<file path="src/hw/pfms_pkg.sv">
// Package of the PWM fault mask and status block: register indices, bit positions,
// reset values, source carrier struct and recovery states.
// Assumes a 32-bit classic Wishbone bus with one register per aligned word.
`default_nettype none
package pfms_pkg;

   // Register indices; the byte address is four times the index
   localparam logic [29:0] FSM_IDX        = 30'h00FFE384;     // fault_source_mask
   localparam logic [29:0] FEF_IDX        = 30'h00FFE385;     // fault_event_flags

   // fault_source_mask field positions
   localparam int          MSK_F0_BIT     = 0;                // first_pin_mask
   localparam int          MSK_CMP_BIT    = 1;                // comparator_mask
   localparam int          MSK_F1_BIT     = 2;                // second_input_mask
   localparam int          MSK_DBG_BIT    = 5;                // debug_entry_mask
   localparam logic [7:0]  MSK_RW_BITS    = 8'h27;            // Bits that can be written
   localparam logic [7:0]  MSK_RESET      = 8'h00;            // Every source enabled

   // fault_event_flags field positions
   localparam int          FLG_F0_BIT     = 0;                // first_pin_flag
   localparam int          FLG_F1_BIT     = 1;                // second_input_flag
   localparam int          FLG_CMP_BIT    = 2;                // comparator_event_flag
   localparam int          FLG_DBG_BIT    = 5;                // debug_entry_flag
   localparam int          FLG_RLD_BIT    = 7;                // reload_seen_flag
   localparam logic        FLG_RESET      = 1'b0;             // Reset value of every flag cell

   // Source index inside the flag vector
   localparam int          SRC_F0         = 0;
   localparam int          SRC_F1         = 1;
   localparam int          SRC_CMP        = 2;
   localparam int          SRC_DBG        = 3;
   localparam int          SRC_N          = 4;

   // Number of synchroniser stages for outside inputs
   localparam int          SYNC_STAGES    = 2;

   // One bit per fault source
   typedef struct packed {
      logic dbg;                                              // CPU in debug mode
      logic cmp;                                              // Comparator 0 output
      logic f1;                                               // Fault-1 input
      logic f0;                                               // Fault-0 pin
   } pfms_src_t;

   // Output stage ownership
   typedef enum logic [0:0] {
      PFMS_RUN  = 1'b0,                                       // PWM drives the outputs
      PFMS_HOLD = 1'b1                                        // Outputs forced off
   } pfms_state_t;

endpackage : pfms_pkg
`default_nettype wire

</file>
<file path="src/hw/pfms_sync.sv">
// Two-stage synchroniser, one per bit of a bus of independent levels.
// Assumes each bit is a slow level; words are not kept coherent.
`timescale 1ns/10ps
`default_nettype none
module pfms_sync
   import pfms_pkg::*;
#(
   parameter int W = 1                                        // Number of levels
) (
   input  wire logic         sys_clk_i,                       // System clock
   input  wire logic         rstn_i,                          // Async reset, active low
   input  wire logic [W-1:0] async_i,                         // Levels from outside
   output logic      [W-1:0] sync_o                           // Levels in clock domain
);

   logic [W-1:0] meta_ff;                                     // First stage, read only by second
   logic [W-1:0] sync_ff;                                     // Second stage
   logic [W-1:0] nxt_meta;
   logic [W-1:0] nxt_sync;

   // Next values: plain shift
   always_comb begin
      nxt_meta = async_i;
      nxt_sync = meta_ff;
   end

   // Registers
   always_ff @(posedge sys_clk_i or negedge rstn_i) begin
      if (!rstn_i) begin
         meta_ff <= '0;
         sync_ff <= '0;
      end else begin
         meta_ff <= nxt_meta;
         sync_ff <= nxt_sync;
      end
   end

   assign sync_o = sync_ff;

endmodule : pfms_sync
`default_nettype wire

</file>
<file path="src/hw/pfms_flag.sv">
// Sticky event flag with write-one-to-clear; a set in the clear cycle wins.
// Assumes set and clear come from logic on the same clock.
`timescale 1ns/10ps
`default_nettype none
module pfms_flag
   import pfms_pkg::*;
(
   input  wire logic sys_clk_i,                               // System clock
   input  wire logic rstn_i,                                  // Async reset, active low
   input  wire logic set_i,                                   // Event, sets the flag
   input  wire logic clr_i,                                   // Qualified clear request
   output logic      flag_o                                   // Flag value
);

   logic flag_ff;                                             // Stored flag
   logic nxt_flag;

   // Set wins over clear so no event is lost
   always_comb begin
      nxt_flag = flag_ff;
      if (set_i) begin
         nxt_flag = 1'b1;
      end else if (clr_i) begin
         nxt_flag = 1'b0;
      end
   end

   // Register
   always_ff @(posedge sys_clk_i or negedge rstn_i) begin
      if (!rstn_i) begin
         flag_ff <= FLG_RESET;
      end else begin
         flag_ff <= nxt_flag;
      end
   end

   assign flag_o = flag_ff;

endmodule : pfms_flag
`default_nettype wire

</file>
<file path="src/hw/pfms_top.sv">
// Top of the PWM fault mask and status block: Wishbone slave for the two
// registers, fault source masking, sticky flags and output hold control.
// Assumes the timer gives a one-cycle reload pulse on this clock, the
// debug-mode level comes from the CPU on this clock, and the fault pins
// and comparator are asynchronous levels, active high.
//
// The Wishbone slave port was chosen for this implementation.
`timescale 1ns/10ps
`default_nettype none

////////////////////////////////////////////////////////////////////////////////
module pfms_top
   import pfms_pkg::*;
(
   input  wire logic        sys_clk_i,                        // System clock, 125 MHz
   input  wire logic        rstn_i,                           // Async reset, active low
   // Classic Wishbone slave
   input  wire logic        wb_cyc_i,                         // Cycle
   input  wire logic        wb_stb_i,                         // Strobe
   input  wire logic        wb_we_i,                          // Write enable
   input  wire logic [31:0] wb_adr_i,                         // Byte address
   input  wire logic [3:0]  wb_sel_i,                         // Byte lanes
   input  wire logic [31:0] wb_dat_i,                         // Write data
   output logic      [31:0] wb_dat_o,                         // Read data
   output logic             wb_ack_o,                         // Acknowledge
   // Fault sources
   input  wire logic        fault0_pin_i,                     // Fault-0 pin, async
   input  wire logic        fault1_i,                         // Fault-1 input, async
   input  wire logic        cmp0_i,                           // Comparator 0, async
   input  wire logic        debug_mode_i,                     // CPU in debug mode, same clock
   // Timer and recovery
   input  wire logic        reload_i,                         // Timer reload pulse
   input  wire logic        sw_recovery_i,                    // 1: software-controlled recovery
   // Results
   output logic             pwm_fault_o,                      // An enabled source is active
   output logic             sys_fault_exc_o,                  // Comparator system fault
   output logic             outputs_off_o                     // Force PWM outputs off
);

   ////////////////////////////////////////////////////////////////////////////
   // Source synchronisation

   logic [2:0] async_src;                                     // Outside levels
   logic [2:0] sync_src;                                      // Synchronised levels
   pfms_src_t  src;                                           // All sources, clock domain

   assign async_src = {cmp0_i, fault1_i, fault0_pin_i};

   // Pins and comparator cross from outside the clock domain
   pfms_sync #(
      .W         (3)
   ) u_sync (
      .sys_clk_i (sys_clk_i),
      .rstn_i    (rstn_i),
      .async_i   (async_src),
      .sync_o    (sync_src)
   );

   // Debug level is already on this clock and needs no stages
   always_comb begin
      src     = '0;
      src.f0  = sync_src[0];
      src.f1  = sync_src[1];
      src.cmp = sync_src[2];
      src.dbg = debug_mode_i;
   end

   ////////////////////////////////////////////////////////////////////////////
   // Bus decode

   logic       req;                                           // Live request not yet acked
   logic       wr_lane0;                                      // Write touching low byte
   logic       hit_mask;                                      // Address is fault_source_mask
   logic       hit_flag;                                      // Address is fault_event_flags
   logic [7:0] wr_byte;                                       // Low byte of write data

   assign req      = wb_cyc_i & wb_stb_i & ~wb_ack_o;
   assign wr_lane0 = req & wb_we_i & wb_sel_i[0];
   assign hit_mask = (wb_adr_i[31:2] == FSM_IDX);
   assign hit_flag = (wb_adr_i[31:2] == FEF_IDX);
   assign wr_byte  = wb_dat_i[7:0];

   ////////////////////////////////////////////////////////////////////////////
   // Mask register, locked after its first write

   logic [7:0] mask_ff;                                       // Stored mask
   logic       locked_ff;                                     // First write has happened
   logic [7:0] nxt_mask;
   logic       nxt_locked;

   // Only the first write lands; later ones are dropped without error
   always_comb begin
      nxt_mask   = mask_ff;
      nxt_locked = locked_ff;
      if (wr_lane0 && hit_mask && !locked_ff) begin
         // Reserved positions are never stored, so they read zero
         nxt_mask   = wr_byte & MSK_RW_BITS;
         nxt_locked = 1'b1;
      end
   end

   // Mask registers
   always_ff @(posedge sys_clk_i or negedge rstn_i) begin
      if (!rstn_i) begin
         mask_ff   <= MSK_RESET;
         locked_ff <= 1'b0;
      end else begin
         mask_ff   <= nxt_mask;
         locked_ff <= nxt_locked;
      end
   end

   ////////////////////////////////////////////////////////////////////////////
   // Source enables and fault request

   pfms_src_t en;                                             // Source may raise a fault
   pfms_src_t act;                                            // Enabled and asserted

   always_comb begin
      en     = '0;
      en.dbg = ~mask_ff[MSK_DBG_BIT];
      en.f1  = ~mask_ff[MSK_F1_BIT];
      en.cmp = ~mask_ff[MSK_CMP_BIT];
      en.f0  = ~mask_ff[MSK_F0_BIT];
      act    = src & en;
   end

   ////////////////////////////////////////////////////////////////////////////
   // Sticky flags

   logic [SRC_N-1:0] src_set;                                 // Per source set
   logic [SRC_N-1:0] src_clr;                                 // Per source qualified clear
   logic [SRC_N-1:0] src_lvl;                                 // Per source raw level
   logic [SRC_N-1:0] src_flag;                                // Per source flag
   logic [SRC_N-1:0] clr_bit;                                 // Write-one per source
   logic             wr_flag;                                 // Write to flag register
   logic             rld_flag;                                // reload_seen_flag
   logic             rld_clr;                                 // Clear of reload flag

   assign wr_flag = wr_lane0 & hit_flag;

   // Gather per-source levels and clear bits in source order
   always_comb begin
      src_lvl          = '0;
      src_lvl[SRC_F0]  = src.f0;
      src_lvl[SRC_F1]  = src.f1;
      src_lvl[SRC_CMP] = src.cmp;
      src_lvl[SRC_DBG] = src.dbg;
      src_set          = '0;
      src_set[SRC_F0]  = act.f0;
      src_set[SRC_F1]  = act.f1;
      src_set[SRC_CMP] = act.cmp;
      src_set[SRC_DBG] = act.dbg;
      clr_bit          = '0;
      clr_bit[SRC_F0]  = wr_byte[FLG_F0_BIT];
      clr_bit[SRC_F1]  = wr_byte[FLG_F1_BIT];
      clr_bit[SRC_CMP] = wr_byte[FLG_CMP_BIT];
      clr_bit[SRC_DBG] = wr_byte[FLG_DBG_BIT];
   end

   // Clear only on a written one, and only once the source has gone
   assign src_clr = {SRC_N{wr_flag}} & clr_bit & ~src_lvl;

   // One flag cell per fault source
   for (genvar g = 0; g < SRC_N; g++) begin : g_flag
      pfms_flag u_flag (
         .sys_clk_i (sys_clk_i),
         .rstn_i    (rstn_i),
         .set_i     (src_set[g]),
         .clr_i     (src_clr[g]),
         .flag_o    (src_flag[g])
      );
   end

   // Reload flag has no source level to wait
   assign rld_clr = wr_flag & wr_byte[FLG_RLD_BIT];

   pfms_flag u_rld_flag (
      .sys_clk_i (sys_clk_i),
      .rstn_i    (rstn_i),
      .set_i     (reload_i),
      .clr_i     (rld_clr),
      .flag_o    (rld_flag)
   );

   logic [7:0] flags_view;                                    // Register image

   // Reserved status positions stay zero
   always_comb begin
      flags_view              = 8'h00;
      flags_view[FLG_F0_BIT]  = src_flag[SRC_F0];
      flags_view[FLG_F1_BIT]  = src_flag[SRC_F1];
      flags_view[FLG_CMP_BIT] = src_flag[SRC_CMP];
      flags_view[FLG_DBG_BIT] = src_flag[SRC_DBG];
      flags_view[FLG_RLD_BIT] = rld_flag;
   end

   ////////////////////////////////////////////////////////////////////////////
   // Bus answer: ack one cycle after the strobe, dropped the next cycle

   logic        ack_ff;                                       // Acknowledge
   logic [31:0] rdat_ff;                                      // Read data
   logic        nxt_ack;
   logic [31:0] nxt_rdat;

   // Unmapped addresses are acked with zero data so a stray access never hangs
   always_comb begin
      nxt_ack  = req;
      nxt_rdat = rdat_ff;
      if (req && !wb_we_i) begin
         if (hit_mask) begin
            nxt_rdat = {24'h000000, mask_ff};
         end else if (hit_flag) begin
            nxt_rdat = {24'h000000, flags_view};
         end else begin
            nxt_rdat = 32'h00000000;
         end
      end
   end

   // Bus registers
   always_ff @(posedge sys_clk_i or negedge rstn_i) begin
      if (!rstn_i) begin
         ack_ff  <= 1'b0;
         rdat_ff <= 32'h00000000;
      end else begin
         ack_ff  <= nxt_ack;
         rdat_ff <= nxt_rdat;
      end
   end

   assign wb_ack_o = ack_ff;
   assign wb_dat_o = rdat_ff;

   ////////////////////////////////////////////////////////////////////////////
   // Fault outputs and recovery

   pfms_state_t state_ff;                                     // Output ownership
   pfms_state_t nxt_state;
   logic        fault_ff;                                     // Registered fault
   logic        exc_ff;                                       // Registered exception
   logic        nxt_fault;
   logic        nxt_exc;
   logic        any_act;                                      // Any enabled source active
   logic        any_flag;                                     // Any fault flag still set

   assign any_act  = |act;
   assign any_flag = |src_flag;

   // Software mode needs quiet sources, clean flags and a reload
   always_comb begin
      nxt_fault = any_act;
      nxt_exc   = act.cmp;
      nxt_state = state_ff;
      unique case (state_ff)
         PFMS_RUN: begin
            if (any_act) begin
               nxt_state = PFMS_HOLD;
            end
         end
         PFMS_HOLD: begin
            if (any_act) begin
               nxt_state = PFMS_HOLD;
            end else if (!sw_recovery_i) begin
               nxt_state = PFMS_RUN;
            end else if (!any_flag && reload_i) begin
               nxt_state = PFMS_RUN;
            end
         end
      endcase
   end

   // Fault registers
   always_ff @(posedge sys_clk_i or negedge rstn_i) begin
      if (!rstn_i) begin
         state_ff <= PFMS_RUN;
         fault_ff <= 1'b0;
         exc_ff   <= 1'b0;
      end else begin
         state_ff <= nxt_state;
         fault_ff <= nxt_fault;
         exc_ff   <= nxt_exc;
      end
   end

   assign pwm_fault_o     = fault_ff;
   assign sys_fault_exc_o = exc_ff;
   assign outputs_off_o   = (state_ff == PFMS_HOLD);

endmodule : pfms_top
`default_nettype wire

</file>
<file path="config.mk">
export PLATFORM = sky130hd
export DESIGN_NAME = pfms_top
export DESIGN_NICKNAME = d
export VERILOG_FILES = /design/src/hw/pfms_pkg.sv /design/src/hw/pfms_sync.sv /design/src/hw/pfms_flag.sv /design/src/hw/pfms_top.sv
export SDC_FILE = /design/constraint.sdc
export NUM_CORES = 1
export LEC_CHECK = 0
export BUFFER_PORTS_ARGS = -buffer_cell sky130_fd_sc_hd__buf_2
export CAP_MARGIN = 30
export CORE_AREA = 2 2 55 70
export CTS_BUF_LIST = sky130_fd_sc_hd__clkbuf_8
export DETAILED_ROUTE_END_ITERATION = 10
export DIE_AREA = 0 0 57 72
export PLACE_DENSITY = 0.81
export SYNTH_ARGS = -nofsm -noshare
export SYNTH_HDL_FRONTEND = slang
export SYNTH_HIERARCHICAL = 1
export SYNTH_SLANG_ARGS = --single-unit
export TNS_END_PERCENT = 50
</file>
<file path="constraint.sdc">
create_clock -name sys_clk_i -period 1.9 [get_ports sys_clk_i]
set_input_delay 0.19 -clock sys_clk_i [delete_from_list [all_inputs] [get_ports sys_clk_i]]
set_output_delay 0.19 -clock sys_clk_i [all_outputs]
set_load 0.05 [all_outputs]
</file>
==> key figures <==
GRT
  • Vias in the first global route: just over 900
  • Global-route wire length before repair: 3900 µm
  • GR Overflow Total: 0
  • Pin count of the biggest net entering global routing: 26
  • Initial antenna violation count: 0
  • GRT Util Overall: between 10% and 20%

Synthesis
  • Syn Area/Cell: 11.3 µm²
  • Mapped Cells: 116
  • Mapped Area: 1310 µm²
  • Synth async-reset ratio: 100%
  • Top FF cell, synth: dfrtp_1
  • Seq/Total Area, Yosys: 47.8%
  • Synth Register Bits: 25
  • Post-synth EDFFs: 0
  • Distinct cells, synth: 29
  • Yosys Warn Count: 6

Power and ir drop
  • Reg power frac: 50.7%
  • Pint: 0.740 mW
  • PnR Total Power: ~1.1 mW
  • Combinational Power Share: 20.5%
  • Switching share of total power: 31.0%
  • Worst VDD drop: 355 µV
  • Leakage power: about 0.82 nW
  • P per Cell Area: 668 nW/µm²
  • P_sw: 0.332 mW
  • Clock network fraction of total power: 28.8%

Clocking
  • Clock Latency Late Sink: 0.27 ns
  • CTS H-tree lvls: 1
  • Worst-path clk slew: 0.08 ns
  • Cells resized by post-CTS repair: 0
  • Root Driver: clkbuf_8
  • CTS tree: yes
  • CTS buffer count: 3
  • Clock sinks: 25
  • Clock buffer depth: 2

Worst setup path
  • Critical path type: flop to flop
  • Reg2Reg Depth: 7
  • CP required: 2.06 ns
  • Critical Path Start Type: flop
  • Worst-path fanout max: 5
  • Crit path DAT: between 1.5 and 2 ns
  • Worst Setup End Kind: flop

Finish
  • Final design utilization: between 40 and 50%
  • Reg area: 626 µm²
  • # nets final: 257
  • Most common cell after layout, fill and taps aside: buf_2
  • Area growth syn-to-layout: 22.4%
  • Proportion of layout cells with a drive suffix above 1: 40.7%
  • FILL cells: 350
  • ANT cells: 0
  • Multi-input gate area in the final layout: 553 µm²
  • Most frequent cells in the layout: buf_2, conb_1, dfrtp_1

STA
  • Setup Skew: 0.00372 ns
  • Max_slew headroom: between 60% and 70%
  • Finish-stage setup viols: 0
  • RSZ-0062 raised after global routing: no
  • Max Clock Freq: 0.595 GHz
  • Final Max Slew Viols: 0
  • Final Cycle Share: 88.4%
  • Post-layout minimum cycle time: ~1.7 ns
  • Worst-margin pin slew: about 0.55 ns
  • Final hold vios: 0
  • WHS: 0.0193 ns
  • Final WS setup: 0.220 ns

Floorplan
  • Area of the core: 3420 µm²
  • Die area: 4100 µm²
  • Die H: slightly above 70 µm
  • Row count: 24
  • Initial Util: 38.3%
  • Ports: 115
  • Die Span X: around 57 µm

Route
  • DRC Markers: 0
  • WL/cell: 11.2 µm
  • Iteration-0 DRC Markers: 25
  • Routed via count: 958
  • Post-route ant nets: 0
  • Drt first pass iters: 4
  • Total Wirelength: 2430 µm
  • Vias per cell: 4.44

Hold path
  • Cells on Worst Hold Path: 1
  • Worst Hold Class: primary input to flop

Placement
  • Number of port buffers: 55
  • Placer Congestion: approximately 0.76
  • Post-DP HPWL: 2020 µm
  • Pre-CTS setup slack: -0.0311 ns

Run status
  • Status: completed

Flow run
  • Maximum capacitance violations: 0
[cells by family (layout without fill, tap and decap cells)]
family | Yosys count | in the layout | synth area share (%)
other | 1 | 27 | 0.286
buffers and inverters | 34 | 69 | 17.5
and+or+nand+nor | 36 | 36 | 22.0
AOI/OAI and AO/OA | 12 | 12 | 6.02
DFF | 25 | 25 | 47.8
muxes | 8 | 8 | 6.49
[state kept, by name, summed over array words and instances, names as in the netlist]
register / cells
g_flag.u_flag/flag_o: 4
locked_ff: 1
u_sync/sync_o: 3
pwm_fault_o: 1
u_rld_flag/flag_o: 1
sys_fault_exc_o: 1
u_sync/meta_ff: 3
wb_dat_o: 5
outputs_off_o: 1
wb_ack_o: 1
mask_ff: 4
[critical path: stages, from the launching register on]
cell and delay (ns):
dfrtp_1 0.38, and3b_1 0.28, and3_1 0.23, nand4_1 0.11, buf_4 0.17, nor3b_1 0.20, inv_1 0.06, a21o_1 0.15
[path summary, 6_finish.rpt]
check                                  startpoint                       to  slack (ns)
worst max-delay path                     wb_ack_o  g_flag[2].u_flag/flag_o        0.22
worst min-delay path                     fault1_i        u_sync/meta_ff[1]        0.02
worst max register to register           wb_ack_o  g_flag[2].u_flag/flag_o        0.22
worst min register to register  u_sync/meta_ff[2]         u_sync/sync_o[2]        0.35
max in group asynchronous                  rstn_i              wb_dat_o[7]        1.09
min in group asynchronous                  rstn_i        u_sync/meta_ff[2]        0.44
[routing by layer]
metal	up-vias	GRT usage [%]	wire (µm)
met3	8	3.03	165
li1	467	-	-
met2	45	21.6	1290
met5	-	0	0
met4	0	5.94	55
met1	438	13.5	921
[what timing repair did]
action	in CTS	in global routing
hold buffers	1	0
buffers inserted	0	0
hold endpoints to repair	25	0
[cell type report]
class	instances	area share, %
multi-input cells	83	34.5
flip-flops and latches	25	39.0
well taps	39	3.04
clock buffers	3	2.57
inverters	6	1.40
clock inverters	1	0.312
repair buffers	59	19.2
[cells in the mapped netlist (4+ instances only)]
master	n	share of area, %
buf_4	27	15
dfrtp_1	25	48
nand2_1	8	2.3
inv_1	6	1.7
a21o_1	5	2.9
o21ai_0	5	1.9
mux2_2	4	3.4
mux2i_1	4	3.1
nor2b_1	4	1.9
nor3b_1	4	2.3
[power groups by stage]
stage	logic [mW]	clock network, mW	registers [mW]
4_1_cts	0.220	0.320	0.544
6_report	0.219	0.309	0.544
3_3_place_gp	0.216	0	0.554
5_1_grt	0.232	0.351	0.545
3_5_place_dp	0.218	0	0.555
2_1_floorplan	0.187	0	0.566
[through the flow]
step                      area (µm²)  std cells  TNS [ns]
after CTS                       1600        216         0
after floorplan                 1410        142         0
after detailed placement        1550        211    -0.101
final                           1600        216         0
after global placement          1550        211   -0.0976
after global routing            1600        216         0
No activity file was read; power rests on OpenSTA's default activity.
